File: src/adc_ctl_pkg.sv
// Function
// - Any write to control register 0 aborts the running sequence.
// - Control register 1 reads only in special mode; writes do nothing.
// - Any write to control register 2 aborts the running sequence.
// - Power-up bit 0 gates the converter clock and powers analog down.
// - Clearing the power-up bit aborts the running sequence.
// - Fast-clear 0: status read then result read clears the complete flag.
// - Fast-clear 1: any result access clears its set complete flag.
// - Stop-in-wait 1 halts the converter in wait mode; 0 keeps running.
// - Interrupt enable 1 requests an interrupt on sequence completion.
// - Sequence interrupt flag reads 1 after completion; writes ignored.
// - Write to control register 3 aborts the sequence and suspends at breakpoint.
// - Freeze field: 00 run, 10 finish then freeze, 11 freeze now, 01 reserved.
// - Resolution bit: 0 gives 8-bit, 1 gives 10-bit conversions.
// - Sample field gives 2, 4, 8 or 16 converter clocks of final sample.
// - Conversion lasts sample time plus 16 (8-bit) or 18 (10-bit) clocks.
// - Converter clock is P clock over prescale plus one, then halved.
// - Prescale 00000 divides by 2 in total; reset value 00001 by 4.
// - Write to control register 4 aborts; halted until register 5 written.
// - Write to register 5 starts a new sequence and clears both flag kinds.
// - After four or eight conversions set sequence flag; halt or rescan.
package adc_ctl_pkg;

	// Register indices; byte address is four times the index
	localparam logic [7:0] IDX_CONTROL_0   = 8'h60;
	localparam logic [7:0] IDX_RESERVED_1  = 8'h61;
	localparam logic [7:0] IDX_POWER_IRQ   = 8'h62;
	localparam logic [7:0] IDX_FREEZE      = 8'h63;
	localparam logic [7:0] IDX_TIMING      = 8'h64;
	localparam logic [7:0] IDX_SEQ_START   = 8'h65;
	localparam logic [7:0] IDX_STATUS_SEQ  = 8'h66;
	localparam logic [7:0] IDX_STATUS_CONV = 8'h67;
	localparam logic [7:0] IDX_RESULT_BASE = 8'h70;

	// Power/irq register fields
	localparam int POS_POWER_UP   = 7;
	localparam int POS_FAST_CLEAR = 6;
	localparam int POS_STOP_WAIT  = 5;
	localparam int POS_IRQ_EN     = 1;
	localparam int POS_IRQ_FLAG   = 0;

	// Timing register fields
	localparam int POS_RESOLUTION = 7;
	localparam int POS_SMP_LO     = 5;
	localparam int POS_PRS_LO     = 0;

	// Sequence start register fields
	localparam int POS_EIGHT_CH = 6;
	localparam int POS_SCAN     = 5;
	localparam int POS_MULTI    = 4;

	localparam logic [7:0] RST_POWER_IRQ = 8'h00;
	localparam logic [1:0] RST_FREEZE    = 2'h0;
	localparam logic [7:0] RST_TIMING    = 8'h01;
	localparam logic [7:0] RST_SEQ_START = 8'h00;
	localparam logic [7:0] RESERVED_1_READ = 8'h00;

	localparam logic [5:0] CONV_CLKS_8BIT  = 6'h10;
	localparam logic [5:0] CONV_CLKS_10BIT = 6'h12;
	localparam logic [5:0] SAMPLE_CLKS_MIN = 6'h02;

	localparam logic [1:0] FRZ_RUN    = 2'h0;
	localparam logic [1:0] FRZ_FINISH = 2'h2;
	localparam logic [1:0] FRZ_NOW    = 2'h3;

	typedef enum logic [1:0] {ST_IDLE, ST_SAMPLE, ST_CONVERT} seq_state_t;

endpackage

File: src/adc_control_prescaler.sv
// Implementation choice: the Avalon-MM interface to the registers.
`timescale 1ns/1ps
module adc_control_prescaler
	import adc_ctl_pkg::*;
#(
	parameter int RESULT_W = 10
) (
	input  wire logic                core_clk_i,
	input  wire logic                nrst_i,
	input  wire logic [9:0]          address_i,
	input  wire logic                read_i,
	input  wire logic                write_i,
	input  wire logic [31:0]         writedata_i,
	output logic      [31:0]         readdata_o,
	output logic                     waitrequest_o,
	input  wire logic                special_mode_i,
	input  wire logic                wait_mode_i,
	input  wire logic                background_debug_state_i,
	input  wire logic [RESULT_W-1:0] conv_data_i,
	output logic                     power_up_o,
	output logic                     adc_clk_o,
	output logic                     sample_o,
	output logic [2:0]               channel_o,
	output logic                     irq_o
);

	// The result path and the 8-bit packing assume ten converter bits
	if (RESULT_W != 10) begin : g_bad_width
		$error("RESULT_W must be 10");
	end

	logic [7:0]          power_ctl;
	logic [1:0]          freeze_sel;
	logic [7:0]          timing_ctl;
	logic [7:0]          seq_ctl;
	logic                sequence_complete_flag;
	logic                seq_done_irq_flag;
	logic [7:0]          conversion_complete_flag;
	logic [7:0]          clear_armed;
	logic [2:0]          conv_idx;
	logic [RESULT_W-1:0] result [8];
	seq_state_t          state;
	logic [5:0]          phase_cnt;
	logic                at_start;
	logic [4:0]          prs_cnt;
	logic                tick;

	wire logic [7:0] idx      = address_i[9:2];
	wire logic       acc      = (read_i || write_i) && !waitrequest_o;
	wire logic       wr       = write_i && !waitrequest_o;
	wire logic       rd       = read_i && !waitrequest_o;
	wire logic [7:0] wbyte    = writedata_i[7:0];
	wire logic       res_hit  = (idx[7:3] == IDX_RESULT_BASE[7:3]);
	wire logic [2:0] res_sel  = idx[2:0];

	wire logic power_up_bit    = power_ctl[POS_POWER_UP];
	wire logic fast_flag_clear = power_ctl[POS_FAST_CLEAR];
	wire logic stop_in_wait    = power_ctl[POS_STOP_WAIT];
	wire logic seq_done_irq_enable = power_ctl[POS_IRQ_EN];
	wire logic resolution_select   = timing_ctl[POS_RESOLUTION];
	wire logic [1:0] sample_time   = timing_ctl[POS_SMP_LO +: 2];
	wire logic [4:0] clock_prescale_value = timing_ctl[POS_PRS_LO +: 5];

	// Aborting writes: registers 0, 2, 3, 4, and power-down
	wire logic wr_ctl5  = wr && (idx == IDX_SEQ_START);
	wire logic abort = wr && (idx == IDX_CONTROL_0
		|| idx == IDX_POWER_IRQ
		|| idx == IDX_FREEZE
		|| idx == IDX_TIMING);
	wire logic power_drop = wr && idx == IDX_POWER_IRQ && !wbyte[POS_POWER_UP];

	// Hold conditions for wait mode and background debug
	wire logic hold_wait = wait_mode_i && stop_in_wait;
	wire logic hold_now  = background_debug_state_i && freeze_sel == FRZ_NOW;
	wire logic hold_soft = background_debug_state_i && freeze_sel == FRZ_FINISH
		&& state == ST_SAMPLE && at_start;
	wire logic run = power_up_bit && !hold_wait && !hold_now && !hold_soft;

	wire logic [5:0] sample_len = SAMPLE_CLKS_MIN << sample_time;
	wire logic [5:0] conv_len   = resolution_select ? CONV_CLKS_10BIT : CONV_CLKS_8BIT;
	wire logic       last_conv  = conv_idx == (seq_ctl[POS_EIGHT_CH] ? 3'h7 : 3'h3);
	wire logic       conv_end   = tick && run && state == ST_CONVERT && phase_cnt == 6'h00;

	// Avalon slave: one wait state, read data registered with the wait drop
	always_ff @(posedge core_clk_i or negedge nrst_i) begin
		if (!nrst_i) begin
			waitrequest_o <= 1'b1;
		end else begin
			waitrequest_o <= !((read_i || write_i) && waitrequest_o);
		end
	end

	always_ff @(posedge core_clk_i or negedge nrst_i) begin
		if (!nrst_i) begin
			readdata_o <= 32'h0000_0000;
		end else if (read_i && waitrequest_o) begin
			readdata_o <= 32'h0000_0000;
			if (idx == IDX_RESERVED_1) begin
				readdata_o[7:0] <= special_mode_i ? RESERVED_1_READ : 8'h00;
			end else if (idx == IDX_POWER_IRQ) begin
				readdata_o[7:0] <= {power_ctl[7:1], seq_done_irq_flag};
			end else if (idx == IDX_FREEZE) begin
				readdata_o[1:0] <= freeze_sel;
			end else if (idx == IDX_TIMING) begin
				readdata_o[7:0] <= timing_ctl;
			end else if (idx == IDX_SEQ_START) begin
				readdata_o[7:0] <= seq_ctl;
			end else if (idx == IDX_STATUS_SEQ) begin
				readdata_o[7:0] <= {sequence_complete_flag, 4'h0, conv_idx};
			end else if (idx == IDX_STATUS_CONV) begin
				readdata_o[7:0] <= conversion_complete_flag;
			end else if (res_hit) begin
				readdata_o[RESULT_W-1:0] <= result[res_sel];
			end
		end
	end

	// Control registers; register 1 and the irq flag bit take no write
	always_ff @(posedge core_clk_i or negedge nrst_i) begin
		if (!nrst_i) begin
			power_ctl  <= RST_POWER_IRQ;
			freeze_sel <= RST_FREEZE;
			timing_ctl <= RST_TIMING;
			seq_ctl    <= RST_SEQ_START;
		end else if (wr) begin
			if (idx == IDX_POWER_IRQ) begin
				power_ctl <= {wbyte[7:5], 3'h0, wbyte[POS_IRQ_EN], 1'b0};
			end else if (idx == IDX_FREEZE) begin
				freeze_sel <= wbyte[1:0];
			end else if (idx == IDX_TIMING) begin
				timing_ctl <= wbyte;
			end else if (idx == IDX_SEQ_START) begin
				seq_ctl <= {1'b0, wbyte[6:0]};
			end
		end
	end

	// Prescaler: count 0..prescale, toggle, giving 2*(prescale+1) P clocks
	always_ff @(posedge core_clk_i or negedge nrst_i) begin
		if (!nrst_i) begin
			prs_cnt   <= 5'h00;
			adc_clk_o <= 1'b0;
			tick      <= 1'b0;
		end else if (!power_up_bit) begin
			prs_cnt   <= 5'h00;
			adc_clk_o <= 1'b0;
			tick      <= 1'b0;
		end else if (prs_cnt >= clock_prescale_value) begin
			prs_cnt   <= 5'h00;
			adc_clk_o <= !adc_clk_o;
			tick      <= !adc_clk_o;
		end else begin
			prs_cnt <= prs_cnt + 5'h01;
			tick    <= 1'b0;
		end
	end

	// Sequencer
	always_ff @(posedge core_clk_i or negedge nrst_i) begin
		if (!nrst_i) begin
			state     <= ST_IDLE;
			phase_cnt <= 6'h00;
			conv_idx  <= 3'h0;
			at_start  <= 1'b0;
		end else if (abort || power_drop || !power_up_bit) begin
			state    <= ST_IDLE;
			conv_idx <= 3'h0;
			at_start <= 1'b0;
		end else if (wr_ctl5) begin
			state     <= ST_SAMPLE;
			phase_cnt <= sample_len - 6'h01;
			conv_idx  <= 3'h0;
			at_start  <= 1'b1;
		end else if (tick && run && state != ST_IDLE) begin
			at_start <= 1'b0;
			if (phase_cnt != 6'h00) begin
				phase_cnt <= phase_cnt - 6'h01;
			end else if (state == ST_SAMPLE) begin
				state     <= ST_CONVERT;
				phase_cnt <= conv_len - 6'h01;
			end else begin
				conv_idx  <= conv_idx + 3'h1;
				at_start  <= 1'b1;
				phase_cnt <= sample_len - 6'h01;
				if (last_conv) begin
					conv_idx <= 3'h0;
					state    <= seq_ctl[POS_SCAN] ? ST_SAMPLE : ST_IDLE;
				end else begin
					state <= ST_SAMPLE;
				end
			end
		end
	end

	// Results; 8-bit mode keeps the upper bits in the low byte
	always_ff @(posedge core_clk_i) begin
		if (conv_end) begin
			result[conv_idx] <= resolution_select ? conv_data_i
				: {2'h0, conv_data_i[RESULT_W-1:2]};
		end
	end

	// Sequence flags; completion wins over any clear in the same cycle
	wire logic seq_done  = conv_end && last_conv;
	wire logic scf_clear = (wr_ctl5 && !fast_flag_clear)
		|| (fast_flag_clear && rd && res_hit) || (wr_ctl5 && fast_flag_clear);
	always_ff @(posedge core_clk_i or negedge nrst_i) begin
		if (!nrst_i) begin
			sequence_complete_flag <= 1'b0;
			seq_done_irq_flag      <= 1'b0;
		end else if (seq_done) begin
			sequence_complete_flag <= 1'b1;
			seq_done_irq_flag      <= 1'b1;
		end else if (scf_clear) begin
			sequence_complete_flag <= 1'b0;
			seq_done_irq_flag      <= 1'b0;
		end
	end

	// Complete flags: per-bit clear arming and clearing
	genvar g;
	generate
		for (g = 0; g < 8; g++) begin : g_ccf
			wire logic set_g = conv_end && conv_idx == g;
			wire logic hit_g = acc && res_hit && res_sel == g;
			always_ff @(posedge core_clk_i or negedge nrst_i) begin
				if (!nrst_i) begin
					conversion_complete_flag[g] <= 1'b0;
					clear_armed[g]              <= 1'b0;
				end else begin
					if (set_g) begin
						conversion_complete_flag[g] <= 1'b1;
					end else if (wr_ctl5) begin
						conversion_complete_flag[g] <= 1'b0;
					end else if (hit_g && (fast_flag_clear || (rd && clear_armed[g]))) begin
						conversion_complete_flag[g] <= 1'b0;
					end
					if (rd && idx == IDX_STATUS_CONV) begin
						clear_armed[g] <= conversion_complete_flag[g];
					end else if (hit_g || set_g) begin
						clear_armed[g] <= 1'b0;
					end
				end
			end
		end
	endgenerate

	// Analog-side outputs and interrupt
	always_ff @(posedge core_clk_i or negedge nrst_i) begin
		if (!nrst_i) begin
			power_up_o <= 1'b0;
			sample_o   <= 1'b0;
			channel_o  <= 3'h0;
			irq_o      <= 1'b0;
		end else begin
			power_up_o <= power_up_bit;
			sample_o   <= state == ST_SAMPLE;
			irq_o      <= seq_done_irq_flag && seq_done_irq_enable;
			if (!seq_ctl[POS_MULTI]) begin
				channel_o <= seq_ctl[2:0];
			end else if (seq_ctl[POS_EIGHT_CH]) begin
				channel_o <= conv_idx;
			end else begin
				channel_o <= {seq_ctl[2], conv_idx[1:0]};
			end
		end
	end

	// Helper: P clocks since the last converter clock tick
	logic [6:0] tick_gap;
	always_ff @(posedge core_clk_i or negedge nrst_i) begin
		if (!nrst_i) begin
			tick_gap <= 7'h00;
		end else if (tick || !power_up_bit) begin
			tick_gap <= 7'h00;
		end else if (tick_gap != 7'h7f) begin
			tick_gap <= tick_gap + 7'h01;
		end
	end

	// Ticks since the last prescale write; the first period after a change is irregular
	logic [1:0] ticks_since_cfg;
	always_ff @(posedge core_clk_i or negedge nrst_i) begin
		if (!nrst_i) begin
			ticks_since_cfg <= 2'h0;
		end else if (!power_up_bit || (wr && idx == IDX_TIMING)) begin
			ticks_since_cfg <= 2'h0;
		end else if (tick && ticks_since_cfg != 2'h2) begin
			ticks_since_cfg <= ticks_since_cfg + 2'h1;
		end
	end
endmodule // adc_control_prescaler

File: config.mk
export PLATFORM = sky130hd
export DESIGN_NAME = adc_control_prescaler
export DESIGN_NICKNAME = d
export VERILOG_FILES = /design/src/adc_ctl_pkg.sv /design/src/adc_control_prescaler.sv
export SDC_FILE = /design/constraint.sdc
export NUM_CORES = 1
export LEC_CHECK = 0
export CAP_MARGIN = 30
export CORE_MARGIN = 5
export CORE_UTILIZATION = 45
export CTS_BUF_LIST = sky130_fd_sc_hd__clkbuf_8 sky130_fd_sc_hd__clkbuf_16
export DETAILED_ROUTE_END_ITERATION = 6
export DONT_BUFFER_PORTS = 1
export PLACE_DENSITY = 0.65
export SLEW_MARGIN = 25
export SYNTH_ARGS = -nofsm -noshare
export SYNTH_HDL_FRONTEND = slang
export SYNTH_SLANG_ARGS = --single-unit
File: constraint.sdc
create_clock -name core_clk_i -period 4.1 [get_ports core_clk_i]
set_clock_uncertainty 0.05 [all_clocks]
set_input_delay 0 -clock core_clk_i [delete_from_list [all_inputs] [get_ports core_clk_i]]
set_output_delay 0 -clock core_clk_i [all_outputs]
set_load 0.02 [all_outputs]
==> impl_metrics.yaml <==
synth:
  syn_area_mm2: 0.00767
  synth-edff-count: 80
  synth.distinct_cells: 77
  synthSimpleGateAreaFrac: 0.126
  synthCells: 615
  ys.flop_type: "edfxtp_1"
  ys_seq_area_frac: 0.555
  yosys_warnings: 0
  synthAdderAreaFrac: 0.0245
  synth_compound_area_frac: 0.113
  synth-xor-area-share: 0.00457
  synth_async_sr_flop_share: 0.481
  ys_ff_latch: 154
  synth.area.mux_share: 0.117
  synth_top_family_by_area: "simple AND/OR/NAND/NOR gates"
  syn_area_per_cell_um2: 12.5
outcome:
  status: "complete, but fails checks"
  violations: "hold timing"
clock_network:
  clk_latency_ns: 0.43
  cts_root_buf: "clkbuf_16"
  htree_levels: 4
  clk_path_buf_depth: 2
  cts_buffers: 17
  post_cts_resized: 0
  cts_tree: "built"
  cts.sinks: 154
  post_cts_buffers: 0
  path_clk_slew_ns: 0.07
timing:
  setup_viol: 0
  fin_hold_ws_ns: -0.00230
  rsz0062_at_grt: "no"
  maxSlewViolCount: 0
  setup_tns_ns: 0
  worst_pin_slew_ns: 0.992
  min_period_over_period: 0.711
  hold_viol_final: 1
  fin_crit_ns: 2.92
  clock.fmax_mhz: 343
  slew_headroom: 0.337
  fin_ws_ns: 1.18
grt:
  grt_pass1_vias: 5301
  grt_start_max_net_pins: 75
  grt_antenna_before_repair: 0
  grt_usage: 0.202
  overflow: 0
  grt_pass1_wl_mm: 30.6
power:
  pwr-share-clk: 0.453
  p_sw_mw: 0.849
  total_leakage_power_nw: 3.41
  switching_share: 0.247
  p_comb_frac: 0.058
  internal_power_mw: 2.58
  seqPwrFrac: 0.489
  ir_drop_v: 0.000352
  powerDensity_mw_per_mm2: 396
detailed_routing:
  wl_per_cell_um: 22.1
  drt_iter0_markers: 495
  remaining_drc_errors: 0
  wl_mm: 19.5
  dr.pass1.iters: 6
  ant_nets: 0
  viasPerCell: 5.92
  routed-via-count: 5219
placed_design:
  place_ws_ns: 1.27
  dpl.hpwl_mm: 12.7
  routabilityCongestion: 0.854
  port_buffers: 0
floorplanning:
  dieArea_mm2: 0.0197
  die_w_um: 141
  rows: 47
  die-height_um: 141
  num_io_pins: 99
  core_area_mm2: 0.0166
  initial_core_util: 0.461
worst_setup_path:
  cp.buffers_inverters: 1
  worst_ep_arrival_time_ns: 3.01
  crit_chain: "nand4_1, nor4b_4, nand2_1, nor3_1, buf_4"
  critPathKind: "reg2reg"
  cp_max_fo: 14
  critical-path-max-stage-delay_ns: 0.77
  critPathLaunchType: "register"
  cp-end-kind: "register"
  slowest_stage: "nor4b_4"
  critical_path.top_delay_family: "simple AND/OR/NAND/NOR gates"
  required_ns: 4.19
  rrSetupSlack_ns: 1.18
finish:
  fill_cells: 1394
  layout_commonest_cell: "edfxtp_1"
  layout_common_cells: "edfxtp_1 (80), dfrtp_1 (72), nand2_1 (65)"
  layout.nets: 723
  drive_above_1_share: 0.175
  area_growth_pct: 13.1
  diodes: 0
run:
  drv_cap: 0
hold_path:
  hold_class: "in2reg"
==> per-layer routing <==
layer  routed length [um]  vias up  track usage
li1                     -     2324            -
met1                 8080     2602        0.264
met2                 9140      247        0.318
met3                 1540       46       0.0566
met4                  705        0       0.0867
met5                    0        -            0
==> power groups by stage <==
stage	Combinational (mW)	Clock, mW	Sequential, mW
2_1_floorplan	0.154	0	1.70
3_3_place_gp	0.135	0	1.71
3_5_place_dp	0.138	0	1.71
4_1_cts	0.197	1.57	1.68
5_1_grt	0.216	1.65	1.68
6_report	0.199	1.55	1.68
==> synthesized netlist by cell type, drive strengths merged, types with 15 or more instances <==
cell | instances | area [um2]
nand3 | 16 | 85.1
buf | 35 | 262
inv | 19 | 71.3
ha | 15 | 188
nor2 | 33 | 126
mux2 | 33 | 379
nand2 | 65 | 244
clkbuf | 17 | 124
o21ai | 27 | 135
edfxtp | 80 | 2400
mux4 | 18 | 405
dfrtp | 72 | 1800
a21oi | 27 | 135
==> worst reg2reg max path, stage by stage, from the launching register on <==
cell	delay, ns
dfrtp_1	0.66
nand4_1	0.30
nor4b_4	0.77
nand2_1	0.30
nor3_1	0.33
buf_4	0.22
==> cell families (layout without fill, tap and decap cells) <==
family / after synthesis / after routing
buffers and inverters: 71 / 97
other: 1 / 22
xor gates and xnor gates: 4 / 4
DFF: 154 / 154
and+or+nand+nor: 182 / 182
adders and majority gates: 15 / 15
AOI/OAI and AO/OA: 126 / 126
muxes: 62 / 62
==> final cells by class <==
class / count / area (um2) / share of cell area
tap: 220 / 275 / 0.0318
clock buffer: 17 / 425 / 0.0491
multi-input combinational: 411 / 3030 / 0.350
timing repair buffer: 46 / 453 / 0.0523
inverter: 19 / 71.3 / 0.00823
clock inverter: 15 / 154 / 0.0178
sequential: 154 / 4260 / 0.491
==> repair_timing <==
action / in CTS / in global routing
hold buffers: 36 / 0
setup endpoints to repair: 0 / 0
endpoints found under the hold margin: 200 / 0
==> through the flow <==
stage | cell area, um2 | power (mW) | utilization | cells
final | 8670 | 3.43 | 0.521 | 882
after global routing | 8670 | 3.55 | 0.521 | 882
after CTS | 8670 | 3.45 | 0.521 | 882
after detailed placement | 7710 | 1.85 | 0.463 | 814
after global placement | 7710 | 1.85 | 0.463 | 814
after floorplan | 7740 | 1.85 | - | 636
==> path summary, 6_finish.rpt <==
kind	to	cells after the start	startpoint
max	result[4][3]	5	power_ctl[7]
min	readdata_o[8]	3	address_i[2]
max reg2reg	result[4][3]	5	power_ctl[7]
min reg2reg	prs_cnt[0]	1	prs_cnt[0]
max in group asynchronous	waitrequest_o	2	nrst_i
min in group asynchronous	phase_cnt[2]	2	nrst_i
==> flip-flops by register name, indices dropped and copies added (netlist names), 2 cells and up <==
signal and flops:
channel_o 3, state 2, phase_cnt 6, clear_armed 8, result 80, seq_ctl 7, conversion_complete_flag 8, timing_ctl 8
power_ctl 4, conv_idx 3, readdata_o 10, prs_cnt 5, freeze_sel 2
Power figures use the tool's default switching activity.
